$ cat src/pkg/pacc_pkg.sv
// Purpose: shared constants and types of the power accumulator register set
// Assumes: 250 MHz system clock, four channels
// Notes: command codes double as register offsets
package pacc_pkg;
  localparam logic [7:0] CMD_SNAPSHOT = 8'h00;
  localparam logic [7:0] CMD_CONFIG = 8'h01;
  localparam logic [7:0] CMD_TALLY = 8'h02;
  localparam logic [7:0] CMD_SUM_CH1 = 8'h03;
  localparam logic [7:0] CMD_SUM_CH4 = 8'h06;
  localparam logic [7:0] READ_INVALID = 8'hff;
  localparam logic [7:0] CONFIG_RESET = 8'h00;
  localparam logic [6:0] SLAVE_ADDR_DEFAULT = 7'h20;

  localparam int CFG_SINGLE_BIT = 5;
  localparam int CFG_HOLD_BIT = 4;
  localparam int CFG_SEL_HI_BIT = 3;
  localparam int CFG_SEL_LO_BIT = 2;
  localparam int CFG_SLOW_BIT = 1;
  localparam int CFG_SAT_BIT = 0;

  localparam int NUM_CH = 4;
  localparam int CUR_W = 16;
  localparam int VOLT_W = 12;
  localparam int PROD_W = 28;
  localparam int SUM_W = 48;
  localparam int TALLY_W = 24;
  localparam logic [2:0] SUM_BYTES = 3'd6;
  localparam logic [2:0] TALLY_BYTES = 3'd3;
  localparam logic [2:0] SINGLE_PASS_SAMPLES = 3'd4;

  localparam int CLK_HZ = 250_000_000;
  localparam int UPDATES_PER_SEC = 1024;
  // One sample slot per channel per update period
  localparam int SAMPLE_CYCLES = CLK_HZ / (UPDATES_PER_SEC * NUM_CH);
  localparam int SLOW_FACTOR = 4;
  localparam int TICK_W = 24;

  typedef struct packed {
    logic [CUR_W-1:0] current;
    logic [VOLT_W-1:0] voltage;
  } sample_s;

  typedef struct packed {
    logic single_en;
    logic hold_en;
    logic [1:0] held_channel_sel;
    logic slow_en;
  } config_s;

  typedef struct packed {
    logic start;
    logic stop;
    logic cmd;
    logic wr;
    logic rd;
  } bus_ev_s;
endpackage

$ cat src/verilog/sat_accum.sv
// Purpose: saturating accumulator with clear that keeps a coincident add
// Assumes: addend no wider than the accumulator
// Notes: sat is high while the value is all ones
`timescale 1ns/1ns
module sat_accum #(
  parameter int W = 48,
  parameter int AW = 28
) (
  input wire logic clk,
  input wire logic rst,
  input wire logic clear,
  input wire logic add,
  input wire logic [AW-1:0] addend,
  output logic [W-1:0] value_r,
  output logic sat
);
  logic [W:0] sum;

  assign sum = {1'b0, value_r} + (W+1)'(addend);
  assign sat = &value_r;

  always_ff @(posedge clk) begin
    if (rst) begin
      value_r <= '0;
    end else if (clear) begin
      // A sample landing on the clear starts the new period
      value_r <= add ? W'(addend) : '0;
    end else if (add) begin
      value_r <= sum[W] ? '1 : sum[W-1:0];
    end
  end
endmodule

$ cat src/verilog/smbus_target.sv
// Purpose: SMBus target framing: address, command, write and read bytes
// Assumes: SCL and SDA are asynchronous pins, sampled on sys_clk
// Notes: bytes go out MSB first; rd_byte is taken on the ev.rd pulse
`timescale 1ns/1ns
module smbus_target (
  input wire logic sys_clk,
  input wire logic sys_rst,
  input wire logic [6:0] slave_addr,
  input wire logic scl_in,
  input wire logic sda_in,
  output logic sda_out,
  output logic sda_oe_n,
  input wire logic cmd_ok,
  input wire logic [7:0] rd_byte,
  output logic [7:0] rx_byte_r,
  output pacc_pkg::bus_ev_s ev
);
  typedef enum logic [3:0] {
    ST_IDLE, ST_ADDR, ST_ACK_ADDR, ST_CMD, ST_ACK_CMD,
    ST_WDATA, ST_ACK_WR, ST_TX, ST_TX_ACK
  } tgt_state_e;

  tgt_state_e state_r;
  logic [1:0] scl_sync_r;
  logic [1:0] sda_sync_r;
  logic scl_d_r;
  logic sda_d_r;
  logic scl_rise;
  logic scl_fall;
  logic start_det;
  logic stop_det;
  logic [3:0] bit_cnt_r;
  logic is_read_r;
  logic host_ack_r;
  logic [7:0] tx_sh_r;
  logic drive_low_r;

  always_ff @(posedge sys_clk) begin
    if (sys_rst) begin
      scl_sync_r <= 2'b11;
      sda_sync_r <= 2'b11;
      scl_d_r <= 1'b1;
      sda_d_r <= 1'b1;
    end else begin
      scl_sync_r <= {scl_sync_r[0], scl_in};
      sda_sync_r <= {sda_sync_r[0], sda_in};
      scl_d_r <= scl_sync_r[1];
      sda_d_r <= sda_sync_r[1];
    end
  end

  assign scl_rise = scl_sync_r[1] & ~scl_d_r;
  assign scl_fall = ~scl_sync_r[1] & scl_d_r;
  assign start_det = scl_sync_r[1] & scl_d_r & sda_d_r & ~sda_sync_r[1];
  assign stop_det = scl_sync_r[1] & scl_d_r & ~sda_d_r & sda_sync_r[1];
  assign sda_out = 1'b0;
  assign sda_oe_n = ~drive_low_r;

  always_ff @(posedge sys_clk) begin
    if (sys_rst) begin
      state_r <= ST_IDLE;
      bit_cnt_r <= 4'd0;
      rx_byte_r <= 8'h00;
      tx_sh_r <= 8'h00;
      is_read_r <= 1'b0;
      host_ack_r <= 1'b0;
      drive_low_r <= 1'b0;
      ev <= '0;
    end else begin
      ev <= '0;
      if (start_det) begin
        state_r <= ST_ADDR;
        bit_cnt_r <= 4'd0;
        drive_low_r <= 1'b0;
        ev.start <= 1'b1;
      end else if (stop_det) begin
        state_r <= ST_IDLE;
        drive_low_r <= 1'b0;
        ev.stop <= 1'b1;
      end else begin
        case (state_r)
          ST_ADDR, ST_CMD, ST_WDATA: begin
            if (scl_rise) begin
              rx_byte_r <= {rx_byte_r[6:0], sda_sync_r[1]};
              bit_cnt_r <= bit_cnt_r + 4'd1;
            end else if (scl_fall && bit_cnt_r == 4'd8) begin
              bit_cnt_r <= 4'd0;
              if (state_r == ST_ADDR) begin
                if (rx_byte_r[7:1] == slave_addr) begin
                  state_r <= ST_ACK_ADDR;
                  is_read_r <= rx_byte_r[0];
                  drive_low_r <= 1'b1;
                end else begin
                  state_r <= ST_IDLE;
                end
              end else if (state_r == ST_CMD) begin
                ev.cmd <= 1'b1;
                state_r <= cmd_ok ? ST_ACK_CMD : ST_IDLE;
                drive_low_r <= cmd_ok;
              end else begin
                ev.wr <= 1'b1;
                state_r <= ST_ACK_WR;
                drive_low_r <= 1'b1;
              end
            end
          end
          ST_ACK_ADDR: begin
            if (scl_fall) begin
              if (is_read_r) begin
                state_r <= ST_TX;
                ev.rd <= 1'b1;
                tx_sh_r <= {rd_byte[6:0], 1'b0};
                drive_low_r <= ~rd_byte[7];
              end else begin
                state_r <= ST_CMD;
                drive_low_r <= 1'b0;
              end
            end
          end
          ST_ACK_CMD, ST_ACK_WR: begin
            if (scl_fall) begin
              state_r <= ST_WDATA;
              drive_low_r <= 1'b0;
            end
          end
          ST_TX: begin
            if (scl_rise) begin
              bit_cnt_r <= bit_cnt_r + 4'd1;
            end else if (scl_fall) begin
              if (bit_cnt_r == 4'd8) begin
                state_r <= ST_TX_ACK;
                bit_cnt_r <= 4'd0;
                drive_low_r <= 1'b0;
              end else begin
                drive_low_r <= ~tx_sh_r[7];
                tx_sh_r <= {tx_sh_r[6:0], 1'b0};
              end
            end
          end
          ST_TX_ACK: begin
            if (scl_rise) begin
              host_ack_r <= ~sda_sync_r[1];
            end else if (scl_fall) begin
              if (host_ack_r) begin
                state_r <= ST_TX;
                ev.rd <= 1'b1;
                tx_sh_r <= {rd_byte[6:0], 1'b0};
                drive_low_r <= ~rd_byte[7];
              end else begin
                state_r <= ST_IDLE;
              end
            end
          end
          default: begin
            state_r <= ST_IDLE;
          end
        endcase
      end
    end
  end
endmodule

$ cat src/verilog/power_accum_regs.sv
// Purpose: command-addressed registers and accumulation of four channels
// Assumes: samples arrive on sys_clk for the channel named by sample_ch
// Notes: snapshot copies sums and tally and restarts accumulation
`timescale 1ns/1ns

module power_accum_regs #(
  parameter int SAMPLE_CYCLES = pacc_pkg::SAMPLE_CYCLES,
  parameter logic [6:0] SLAVE_ADDR = pacc_pkg::SLAVE_ADDR_DEFAULT
) (
  input wire logic sys_clk,
  input wire logic sys_rst,
  input wire logic scl_in,
  input wire logic sda_in,
  output logic sda_out,
  output logic sda_oe_n,
  input wire logic slow_pin,
  input pacc_pkg::sample_s sample,
  output logic [1:0] sample_ch,
  output logic sample_take
);
  pacc_pkg::config_s cfg_r;
  pacc_pkg::bus_ev_s ev;
  logic saturation_flag_r;
  logic [7:0] rx_byte;
  logic [7:0] rd_byte;
  logic [7:0] cmd_r;
  logic [2:0] idx_r;
  logic pend_snap_r;
  logic snapshot;
  logic [1:0] slow_sync_r;
  logic slow_any;
  logic [pacc_pkg::TICK_W-1:0] tick_cnt_r;
  logic [pacc_pkg::TICK_W-1:0] tick_last;
  logic tick;
  logic [2:0] pass_left_r;
  logic [1:0] rr_ch_r;
  logic accum_add;
  logic [pacc_pkg::PROD_W-1:0] product;
  logic [pacc_pkg::SUM_W-1:0] sum_live [pacc_pkg::NUM_CH];
  logic [pacc_pkg::SUM_W-1:0] snap_sum_r [pacc_pkg::NUM_CH];
  logic [pacc_pkg::NUM_CH-1:0] sum_sat;
  logic [pacc_pkg::TALLY_W-1:0] tally_live;
  logic [pacc_pkg::TALLY_W-1:0] snap_tally_r;
  logic tally_sat;
  logic any_sat;
  logic cfg_wr;
  logic [7:0] cfg_byte;

  // Codes 00h..06h are served here; everything else is refused
  function automatic logic cmd_known(input logic [7:0] c);
    cmd_known = (c <= pacc_pkg::CMD_SUM_CH4);
  endfunction

  // Byte idx of a block read: count first, then data MSB first
  function automatic logic [7:0] pick_byte(
    input logic [pacc_pkg::SUM_W-1:0] v,
    input logic [2:0] n,
    input logic [2:0] idx
  );
    logic [5:0] base;
    base = 6'd0;
    if (idx == 3'd0) begin
      pick_byte = {5'd0, n};
    end else if (idx > n) begin
      pick_byte = pacc_pkg::READ_INVALID;
    end else begin
      base = {3'd0, n - idx} << 3;
      pick_byte = v[base +: 8];
    end
  endfunction

  smbus_target u_target (
    .sys_clk(sys_clk),
    .sys_rst(sys_rst),
    .slave_addr(SLAVE_ADDR),
    .scl_in(scl_in),
    .sda_in(sda_in),
    .sda_out(sda_out),
    .sda_oe_n(sda_oe_n),
    .cmd_ok(cmd_known(rx_byte)),
    .rd_byte(rd_byte),
    .rx_byte_r(rx_byte),
    .ev(ev)
  );

  // send-byte snapshot detect
  // Any data byte or restart cancels it, so only a bare send-byte counts
  // Dropped at the stop too, so a stray second stop cannot fire it again
  always_ff @(posedge sys_clk) begin
    if (sys_rst) begin
      pend_snap_r <= 1'b0;
    end else if (ev.start || ev.wr || ev.stop) begin
      pend_snap_r <= 1'b0;
    end else if (ev.cmd) begin
      pend_snap_r <= (rx_byte == pacc_pkg::CMD_SNAPSHOT);
    end
  end

  assign snapshot = ev.stop & pend_snap_r;

  // Command pointer defaults to the configuration register
  always_ff @(posedge sys_clk) begin
    if (sys_rst) begin
      cmd_r <= pacc_pkg::CMD_CONFIG;
    end else if (ev.cmd) begin
      cmd_r <= rx_byte;
    end
  end

  always_ff @(posedge sys_clk) begin
    if (sys_rst) begin
      idx_r <= 3'd0;
    end else if (ev.start) begin
      idx_r <= 3'd0;
    end else if (ev.rd && idx_r != 3'd7) begin
      idx_r <= idx_r + 3'd1;
    end
  end

  assign cfg_byte = {2'b00, cfg_r.single_en, cfg_r.hold_en,
                     cfg_r.held_channel_sel, cfg_r.slow_en,
                     saturation_flag_r};

  always_comb begin
    if (!cmd_known(cmd_r) || cmd_r == pacc_pkg::CMD_SNAPSHOT) begin
      rd_byte = pacc_pkg::READ_INVALID;
    end else if (cmd_r == pacc_pkg::CMD_CONFIG) begin
      rd_byte = (idx_r == 3'd0) ? cfg_byte : pacc_pkg::READ_INVALID;
    end else if (cmd_r == pacc_pkg::CMD_TALLY) begin
      rd_byte = pick_byte(pacc_pkg::SUM_W'(snap_tally_r),
                          pacc_pkg::TALLY_BYTES, idx_r);
    end else begin
      rd_byte = pick_byte(snap_sum_r[2'(cmd_r - pacc_pkg::CMD_SUM_CH1)],
                          pacc_pkg::SUM_BYTES, idx_r);
    end
  end

  assign cfg_wr = ev.wr & (cmd_r == pacc_pkg::CMD_CONFIG);

  // configuration write
  // Bits 7 and 6 are not stored and always read back as zero
  always_ff @(posedge sys_clk) begin
    if (sys_rst) begin
      cfg_r <= '0;
    end else if (cfg_wr) begin
      cfg_r.single_en <= rx_byte[pacc_pkg::CFG_SINGLE_BIT];
      cfg_r.hold_en <= rx_byte[pacc_pkg::CFG_HOLD_BIT];
      cfg_r.held_channel_sel <=
        rx_byte[pacc_pkg::CFG_SEL_HI_BIT:pacc_pkg::CFG_SEL_LO_BIT];
      cfg_r.slow_en <= rx_byte[pacc_pkg::CFG_SLOW_BIT];
    end
  end

  assign any_sat = (|sum_sat) | tally_sat;

  // clear by snapshot or zero write, saturation wins over the write only
  always_ff @(posedge sys_clk) begin
    if (sys_rst) begin
      saturation_flag_r <= pacc_pkg::CONFIG_RESET[pacc_pkg::CFG_SAT_BIT];
    end else if (snapshot) begin
      saturation_flag_r <= 1'b0;
    end else if (any_sat) begin
      saturation_flag_r <= 1'b1;
    end else if (cfg_wr && !rx_byte[pacc_pkg::CFG_SAT_BIT]) begin
      saturation_flag_r <= 1'b0;
    end
  end

  always_ff @(posedge sys_clk) begin
    if (sys_rst) begin
      slow_sync_r <= 2'b00;
    end else begin
      slow_sync_r <= {slow_sync_r[0], slow_pin};
    end
  end

  assign slow_any = cfg_r.slow_en | slow_sync_r[1];
  assign tick_last = slow_any ?
    pacc_pkg::TICK_W'(SAMPLE_CYCLES * pacc_pkg::SLOW_FACTOR - 1) :
    pacc_pkg::TICK_W'(SAMPLE_CYCLES - 1);
  assign tick = (tick_cnt_r >= tick_last);

  // one slot per channel turn, 1024 per second each with hold_en clear, 256 while slow_any is set
  always_ff @(posedge sys_clk) begin
    if (sys_rst) begin
      tick_cnt_r <= '0;
    end else if (tick) begin
      tick_cnt_r <= '0;
    end else begin
      tick_cnt_r <= tick_cnt_r + 1'b1;
    end
  end

  always_ff @(posedge sys_clk) begin
    if (sys_rst) begin
      pass_left_r <= 3'd0;
    end else if (snapshot) begin
      pass_left_r <= cfg_r.single_en ? pacc_pkg::SINGLE_PASS_SAMPLES : 3'd0;
    end else if (sample_take && pass_left_r != 3'd0) begin
      pass_left_r <= pass_left_r - 3'd1;
    end
  end

  // A slot that lands on a single-measure snapshot is skipped so the
  // new pass holds exactly four samples
  assign sample_take = tick & (~cfg_r.single_en | (pass_left_r != 3'd0))
                     & ~(snapshot & cfg_r.single_en);

  always_ff @(posedge sys_clk) begin
    if (sys_rst) begin
      rr_ch_r <= 2'd0;
    end else if (snapshot && cfg_r.single_en) begin
      rr_ch_r <= 2'd0;
    end else if (sample_take && !cfg_r.hold_en) begin
      rr_ch_r <= rr_ch_r + 2'd1;
    end
  end

  assign sample_ch = cfg_r.hold_en ? cfg_r.held_channel_sel : rr_ch_r;

  assign product = pacc_pkg::PROD_W'(sample.current) *
                   pacc_pkg::PROD_W'(sample.voltage);
  assign accum_add = sample_take;

  for (genvar ch = 0; ch < pacc_pkg::NUM_CH; ch++) begin : g_ch
    sat_accum #(.W(pacc_pkg::SUM_W), .AW(pacc_pkg::PROD_W)) u_sum (
      .clk(sys_clk),
      .rst(sys_rst),
      .clear(snapshot),
      .add(accum_add && sample_ch == 2'(ch)),
      .addend(product),
      .value_r(sum_live[ch]),
      .sat(sum_sat[ch])
    );
  end

  sat_accum #(.W(pacc_pkg::TALLY_W), .AW(1)) u_tally (
    .clk(sys_clk),
    .rst(sys_rst),
    .clear(snapshot),
    .add(accum_add),
    .addend(1'b1),
    .value_r(tally_live),
    .sat(tally_sat)
  );

  always_ff @(posedge sys_clk) begin
    if (sys_rst) begin
      snap_tally_r <= '0;
      for (int i = 0; i < pacc_pkg::NUM_CH; i++) begin
        snap_sum_r[i] <= '0;
      end
    end else if (snapshot) begin
      snap_tally_r <= tally_live;
      for (int i = 0; i < pacc_pkg::NUM_CH; i++) begin
        snap_sum_r[i] <= sum_live[i];
      end
    end
  end
endmodule

$ cat config.mk
export PLATFORM = sky130hd
export DESIGN_NAME = power_accum_regs
export DESIGN_NICKNAME = d
export VERILOG_FILES = /design/src/pkg/pacc_pkg.sv /design/src/verilog/sat_accum.sv /design/src/verilog/smbus_target.sv /design/src/verilog/power_accum_regs.sv
export SDC_FILE = /design/constraint.sdc
export NUM_CORES = 2
export LEC_CHECK = 0
export BUFFER_PORTS_ARGS = -buffer_cell sky130_fd_sc_hd__buf_2
export CAP_MARGIN = 20
export CORE_UTILIZATION = 50
export DETAILED_ROUTE_END_ITERATION = 8
export PLACE_DENSITY = 0.65
export SYNTH_ARGS = -nofsm -noshare
export SYNTH_HDL_FRONTEND = slang
export SYNTH_SLANG_ARGS = --single-unit
$ cat constraint.sdc
create_clock -name sys_clk -period 9.9 [get_ports sys_clk]
set_input_delay 0 -clock sys_clk [delete_from_list [all_inputs] [get_ports sys_clk]]
set_output_delay 0 -clock sys_clk [all_outputs]
set_load 0.01 [all_outputs]
# ---- Yosys cells after proc, flatten, opt, wreduce, memory -nomap -nowiden
# Memories as Yosys holds them, arrays and structs flattened.
# Cells that the tools add are included.
dict set report totals {
  regBits 327
  n_memories 1
  inputBits 33
  out_inout_bits 5
  mem_bits_rw 192
}
dict set report op_classes {
  n_eq_ne 41
  n_addsub 13
  multipliers 1
  shifts 2
  n_mux 102
  n_reduce_logical 55
  magnitude_cmp 5
  n_bitwise 33
}
# memory depth word_bits rd rd_clocked_by_memory_dff write_ports line
set mem_list {}
lappend mem_list {snap_sum_r 4 48 1 0 4 power_accum_regs.sv:40} ;# logic [pacc_pkg::SUM_W-1:0] snap_sum_r [pacc_pkg::NUM_CH];
# cell count
set op_table {}
lappend op_table {{$mux W48} 16}
lappend op_table {{$add A48 B28 Y49} 4}
lappend op_table {{$reduce_and A48 Y1} 4}
lappend op_table {{$mux W8} 16}
lappend op_table {{$mux W28} 4}
lappend op_table {{$shiftx A48 B7 Y8} 2}
lappend op_table {{$mux W24} 3}
lappend op_table {{$mux W4} 16}
lappend op_table {{$mux W1} 33}
lappend op_table {{$mul A16 B12 Y28} 1}
lappend op_table {{$add A24 B1 Y25 const B} 1}
lappend op_table {{$add A24 B1 Y24 const B} 1}
lappend op_table {{$ge A24 B18 Y1} 1}
lappend op_table {{$ne A4 B1 Y1 const B} 6}
lappend op_table {{$pmux W8 S3} 1}
lappend op_table {{$reduce_and A24 Y1} 1}
lappend op_table {{$reduce_and A11 Y1} 2}
lappend op_table {{$pmux W4 S5} 1}
lappend op_table {{$mux W18} 1}
lappend op_table {{$mux W3} 6}
lappend op_table {{$reduce_and A9 Y1} 2}
lappend op_table {{$eq A4 B3 Y1 const B} 4}
lappend op_table {{$le A8 B3 Y1 const B} 2}
lappend op_table {{$logic_not A8 Y1} 2}
lappend op_table {{44 further kinds} 122}

# ---- Longest topological paths before layout
# An unclocked memory read counts as a cell.
dict set report depth {
  depth_word 13
  mapped_depth 34
}

# ---- Modules after synthesis
# From an unflattened synthesis, not the netlist that was laid out.
dict set report unflattened {
  hier_cells 4274
  hier_area_um2 37895.1
}
# mod area_per_inst_um2 seq_area_each_um2 cells_each instances
set by_module_without_submodules {}
lappend by_module_without_submodules {power_accum_regs 18522.8 7226.9 1733 1}
lappend by_module_without_submodules {{sat_accum at g_ch[0].u_sum ...} 4020.1 960.9 537 2}
lappend by_module_without_submodules {{sat_accum at g_ch[2].u_sum ...} 3968.8 960.9 532 2}
lappend by_module_without_submodules {smbus_target 2035.7 740.7 238 1}
lappend by_module_without_submodules {{sat_accum at u_tally} 1358.8 480.5 165 1}

# ---- Worst setup path before layout
# OpenSTA, ideal clock, no wires.
dict set report synth_path {
  path_type {register to register}
  start {reg pend_snap_r}
  end {mem snap_sum_r[0][0] (netlist bit), enable pin}
  arrival_ns 6.519
  path_slack_ns 2.749
  path_buffers 3
  path_stages_with_launch 7
  path_cell_list {dfxtp_1 and2_1 clkbuf_1 nor2_1 inv_1 clkbuf_1 clkbuf_1}
}
# item line
set synth_rtl {}
lappend synth_rtl {{from (decl)} power_accum_regs.sv:28} ;# logic pend_snap_r;
lappend synth_rtl {{from (signal assigned)} power_accum_regs.sv:95} ;# pend_snap_r <= (rx_byte == pacc_pkg::CMD_SNAPSHOT);
lappend synth_rtl {{to (decl)} power_accum_regs.sv:40}

# ---- Final worst setup path
dict set report layout_path {
  start {in sample[3] (netlist bit)}
  end {reg g_ch[0].u_sum.value_r[42]}
}
dict set report layout_between {
  elab_chain_len 5
}
# item line
set layout_rtl {}
lappend layout_rtl {{from (decl)} power_accum_regs.sv:17} ;# input pacc_pkg::sample_s sample,
lappend layout_rtl {{$mul A16 B12 Y28} power_accum_regs.sv:221} ;# assign product = pacc_pkg::PROD_W'(sample.current) *
lappend layout_rtl {{$add A48 B28 Y49} sat_accum.sv:19} ;# assign sum = {1'b0, value_r} + (W+1)'(addend);
lappend layout_rtl {{$mux W48} sat_accum.sv:29} ;# value_r <= sum[W] ? '1 : sum[W-1:0];
lappend layout_rtl {{$mux W48} sat_accum.sv:28} ;# end else if (add) begin
lappend layout_rtl {{$mux W48} sat_accum.sv:25} ;# end else if (clear) begin
lappend layout_rtl {{to (signal assigned)} sat_accum.sv:27} ;# value_r <= add ? W'(addend) : '0;
lappend layout_rtl {{to (signal assigned)} sat_accum.sv:29}
lappend layout_rtl {{to (decl)} sat_accum.sv:14} ;# output logic [W-1:0] value_r,
# No other way between the ends. The select of a mux whose other input is x is not followed.
# A chain may end at the register's enable or synchronous reset.

==> flow_summary.json <==
{
  "dieArea_mm2": 0.07345,
  "synth_enable_flop_cells": 192,
  "clkTransAtPathRegs_ps": 60,
  "drive_gt1_share_pct": 7.940,
  "cts_tree": "built",
  "cts.sinks": 518,
  "hold_class": "in2reg",
  "cp_max_fo": 16,
  "vias_per_cell": 6.236,
  "clk_latency_ps": 620,
  "clk_path_buf_depth": 3,
  "place_congestion": 0.9936,
  "coreArea_mm2": 0.07149,
  "antenna_found_initial": 3,
  "overflow": 0,
  "root_buffer": "clkbuf_16",
  "synth-seq-area-share_pct": 33.97,
  "dp_hpwl_um": 81090,
  "netlist_area_mm2": 0.03618,
  "tightest_slew_ps": 1080,
  "postCtsSetupBuffers": 0,
  "grt_max_degree": 186,
  "cp_data_required_time_ps": 10370,
  "synth_mux_area_share_pct": 4.727,
  "rsz0062_at_grt": "no",
  "async_flop_share_pct": 0,
  "cts-buffers-inserted": 56,
  "grt_pass1_wl_um": 171600,
  "worst-r2r-cell-count": 12,
  "port_buffers": 36,
  "utilization_pct": 54.57,
  "final_hold_viol_count": 0,
  "status": "complete, no violations",
  "min_path_cells": 4,
  "final_nets": 4287,
  "grt_pass1_vias": 29360,
  "mostFrequentLayoutCell": "nand2_1",
  "finalMaxSlewViolations": 0,
  "ys_ff_latch": 518,
  "yosys.area_share.simple_pct": 20.73,
  "first_pass_iters": 6,
  "final.min_clock_period_ps": 7776,
  "max_freq_mhz": 128.6,
  "arrival_ps": 8250,
  "start_util_pct": 50.62,
  "fillers": 6532,
  "pin_count": 38,
  "mostFrequentLayoutCells": "nand2_1 (486), dfxtp_1 (325), a21oi_1 (309)",
  "wl_per_cell_um": 22.42,
  "remaining_drc_errors": 0,
  "track_usage_pct": 29.82,
  "rows": 98,
  "cap_viol_max_count": 0,
  "wirelength_um": 109700,
  "synth.distinct_cells": 111,
  "ys.warnings.count": 0,
  "synth_adder_area_share_pct": 15.44,
  "die_h_um": 271.0,
  "fin_skew_ps": 15.90,
  "synth_ff_type": "dfxtp_1",
  "die_x_um": 271.0,
  "htreeDepth": 2,
  "period_share_pct": 78.55,
  "syn_area_per_cell_um2": 9.149,
  "synth_compound_area_share_pct": 16.75,
  "critPathLaunchType": "input port",
  "synth_xor_area_share_pct": 3.534,
  "synth_top_family_by_area": "simple AND/OR/NAND/NOR gates",
  "setup_viol": 0,
  "setup_tns_ps": 0,
  "setup.worst_path.end_class": "flop",
  "synth_cells": 3955,
  "drt_iter0_drc": 3206,
  "vias": 30510,
  "relSlewSlack_pct": 27.48,
  "final_antenna_net_count": 0,
  "path_class": "in2reg",
  "syn_to_final_growth_pct": 7.808
}
-- kinds of logic (layout without fill, tap and decap cells) --
family,Yosys count,after routing
compound gates,888,888
xor+xnor,146,146
fa+ha+maj,360,360
buf+inv,449,431
flops,518,518
mux,100,100
other cells,1,7
simple gates,1493,1493
-- registers in the layout, summed over array words and instances (netlist names), 2 cells and up --
name                 count
cfg_byte                 5
cmd_r                    8
g_ch.u_sum.value_r     192
idx_r                    3
pass_left_r              3
rr_ch_r                  2
slow_sync_r              2
snap_sum_r             192
snap_tally_r            24
tick_cnt_r              24
u_tally.value_r         24
u_target.bit_cnt_r       4
u_target.ev              5
u_target.rx_byte_r       8
u_target.scl_sync_r      2
u_target.sda_sync_r      2
u_target.state_r         4
u_target.tx_sh_r         7
-- timing repair --
action / in CTS / in global routing
hold endpoints to repair: 35 / 0
hold buffers: 4 / 0
resized for setup: 0 / 0
-- area by class of cell --
type / count / area [µm²] / share of cell area (%)
Inverter: 247 / 938.4 / 2.406
Timing Repair Buffer: 78 / 520.5 / 1.334
Clock inverter: 18 / 176.4 / 0.4523
Clock buffer: 88 / 1699 / 4.356
Sequential cell: 518 / 12300 / 31.52
Multi-Input combinational cell: 2993 / 22190 / 56.88
Tap cell: 950 / 1189 / 3.047
Antenna cell: 1 / 2.502 / 0.006415
-- through the flow --
step | worst slack, ps | std cells | hold slack [ps] | instance area [µm²]
detailed placement | 1479 | 4782 | 222.2 | 37090
global route | 1630 | 4892 | 101.3 | 39010
finish | 2124 | 4893 | 91.76 | 39010
floorplan | 2749 | 3960 | 103.8 | 36200
global placement | 1560 | 4782 | 219.7 | 37090
CTS | 2118 | 4892 | 64.72 | 39010
-- final timing paths --
| path | end | slack [ps] | from |
|---|---|---|---|
| setup reg to reg | g_ch[0].u_sum.value_r[18] | 5310 | cfg_byte[1] |
| hold reg to reg | u_target.sda_sync_r[1] | 410 | u_target.sda_sync_r[0] |
| hold / removal | g_ch[1].u_sum.value_r[0] | 90 | sample[12] |
| setup / recovery | g_ch[0].u_sum.value_r[42] | 2120 | sample[3] |
-- critical path, cell delays in order --
cell       delay, ps
buf_2            290
nand2_1          140
fa_1             520
fa_1             520
inv_1             50
fa_1             520
fa_1             550
inv_1             50
fa_1             520
inv_1             40
ha_1             360
a21oi_1          170
o21ai_0          140
a221o_1          310
a31o_2           250
o31ai_4          210
mux2i_1          150
a2111oi_4        470
inv_1            340
ha_1             470
a211oi_1         280
and2_1           180
inv_1             60
o21ai_2          710
and4_1           590
and4b_1          280
nor3_2            40
-- layer usage --
metal | wire length [µm] | GRT usage, % | up-vias
met3 | 7932 | 3.994 | 201
met5 | 0 | 0 | -
met1 | 46460 | 40.11 | 15070
met4 | 4081 | 10.94 | 0
li1 | - | - | 14160
met2 | 51230 | 48.88 | 1083
-- cells in the mapped netlist, drive strengths merged (24+ instances only) --
| cell | count | share of area, % |
|---|---|---|
| a211oi | 48 | 1.1 |
| and2 | 97 | 1.7 |
| a31oi | 38 | 0.73 |
| o221ai | 24 | 0.58 |
| edfxtp | 192 | 16 |
| mux4 | 56 | 3.5 |
| fa | 144 | 8.0 |
| nand3 | 120 | 1.7 |
| and3 | 236 | 4.1 |
| nand2b | 45 | 0.78 |
| a21oi | 317 | 4.5 |
| clkbuf | 167 | 1.7 |
| a32o | 43 | 1.2 |
| o21ai | 145 | 2.0 |
| xor2 | 72 | 1.7 |
| dfxtp | 326 | 18 |
| nor2 | 241 | 2.5 |
| inv | 246 | 2.6 |
| xnor2 | 74 | 1.8 |
| buf | 35 | 0.54 |
| nor2b | 29 | 0.50 |
| mux2i | 37 | 1.0 |
| nand4 | 70 | 1.2 |
| a21o | 58 | 1.2 |
| o211ai | 25 | 0.53 |
| nand2 | 487 | 5.1 |
| ha | 216 | 7.5 |
| nor3 | 66 | 0.96 |
Power is left out: the tool's default activity adds up to more than one toggle a clock period on the data nets, which glitch-free logic cannot reach.
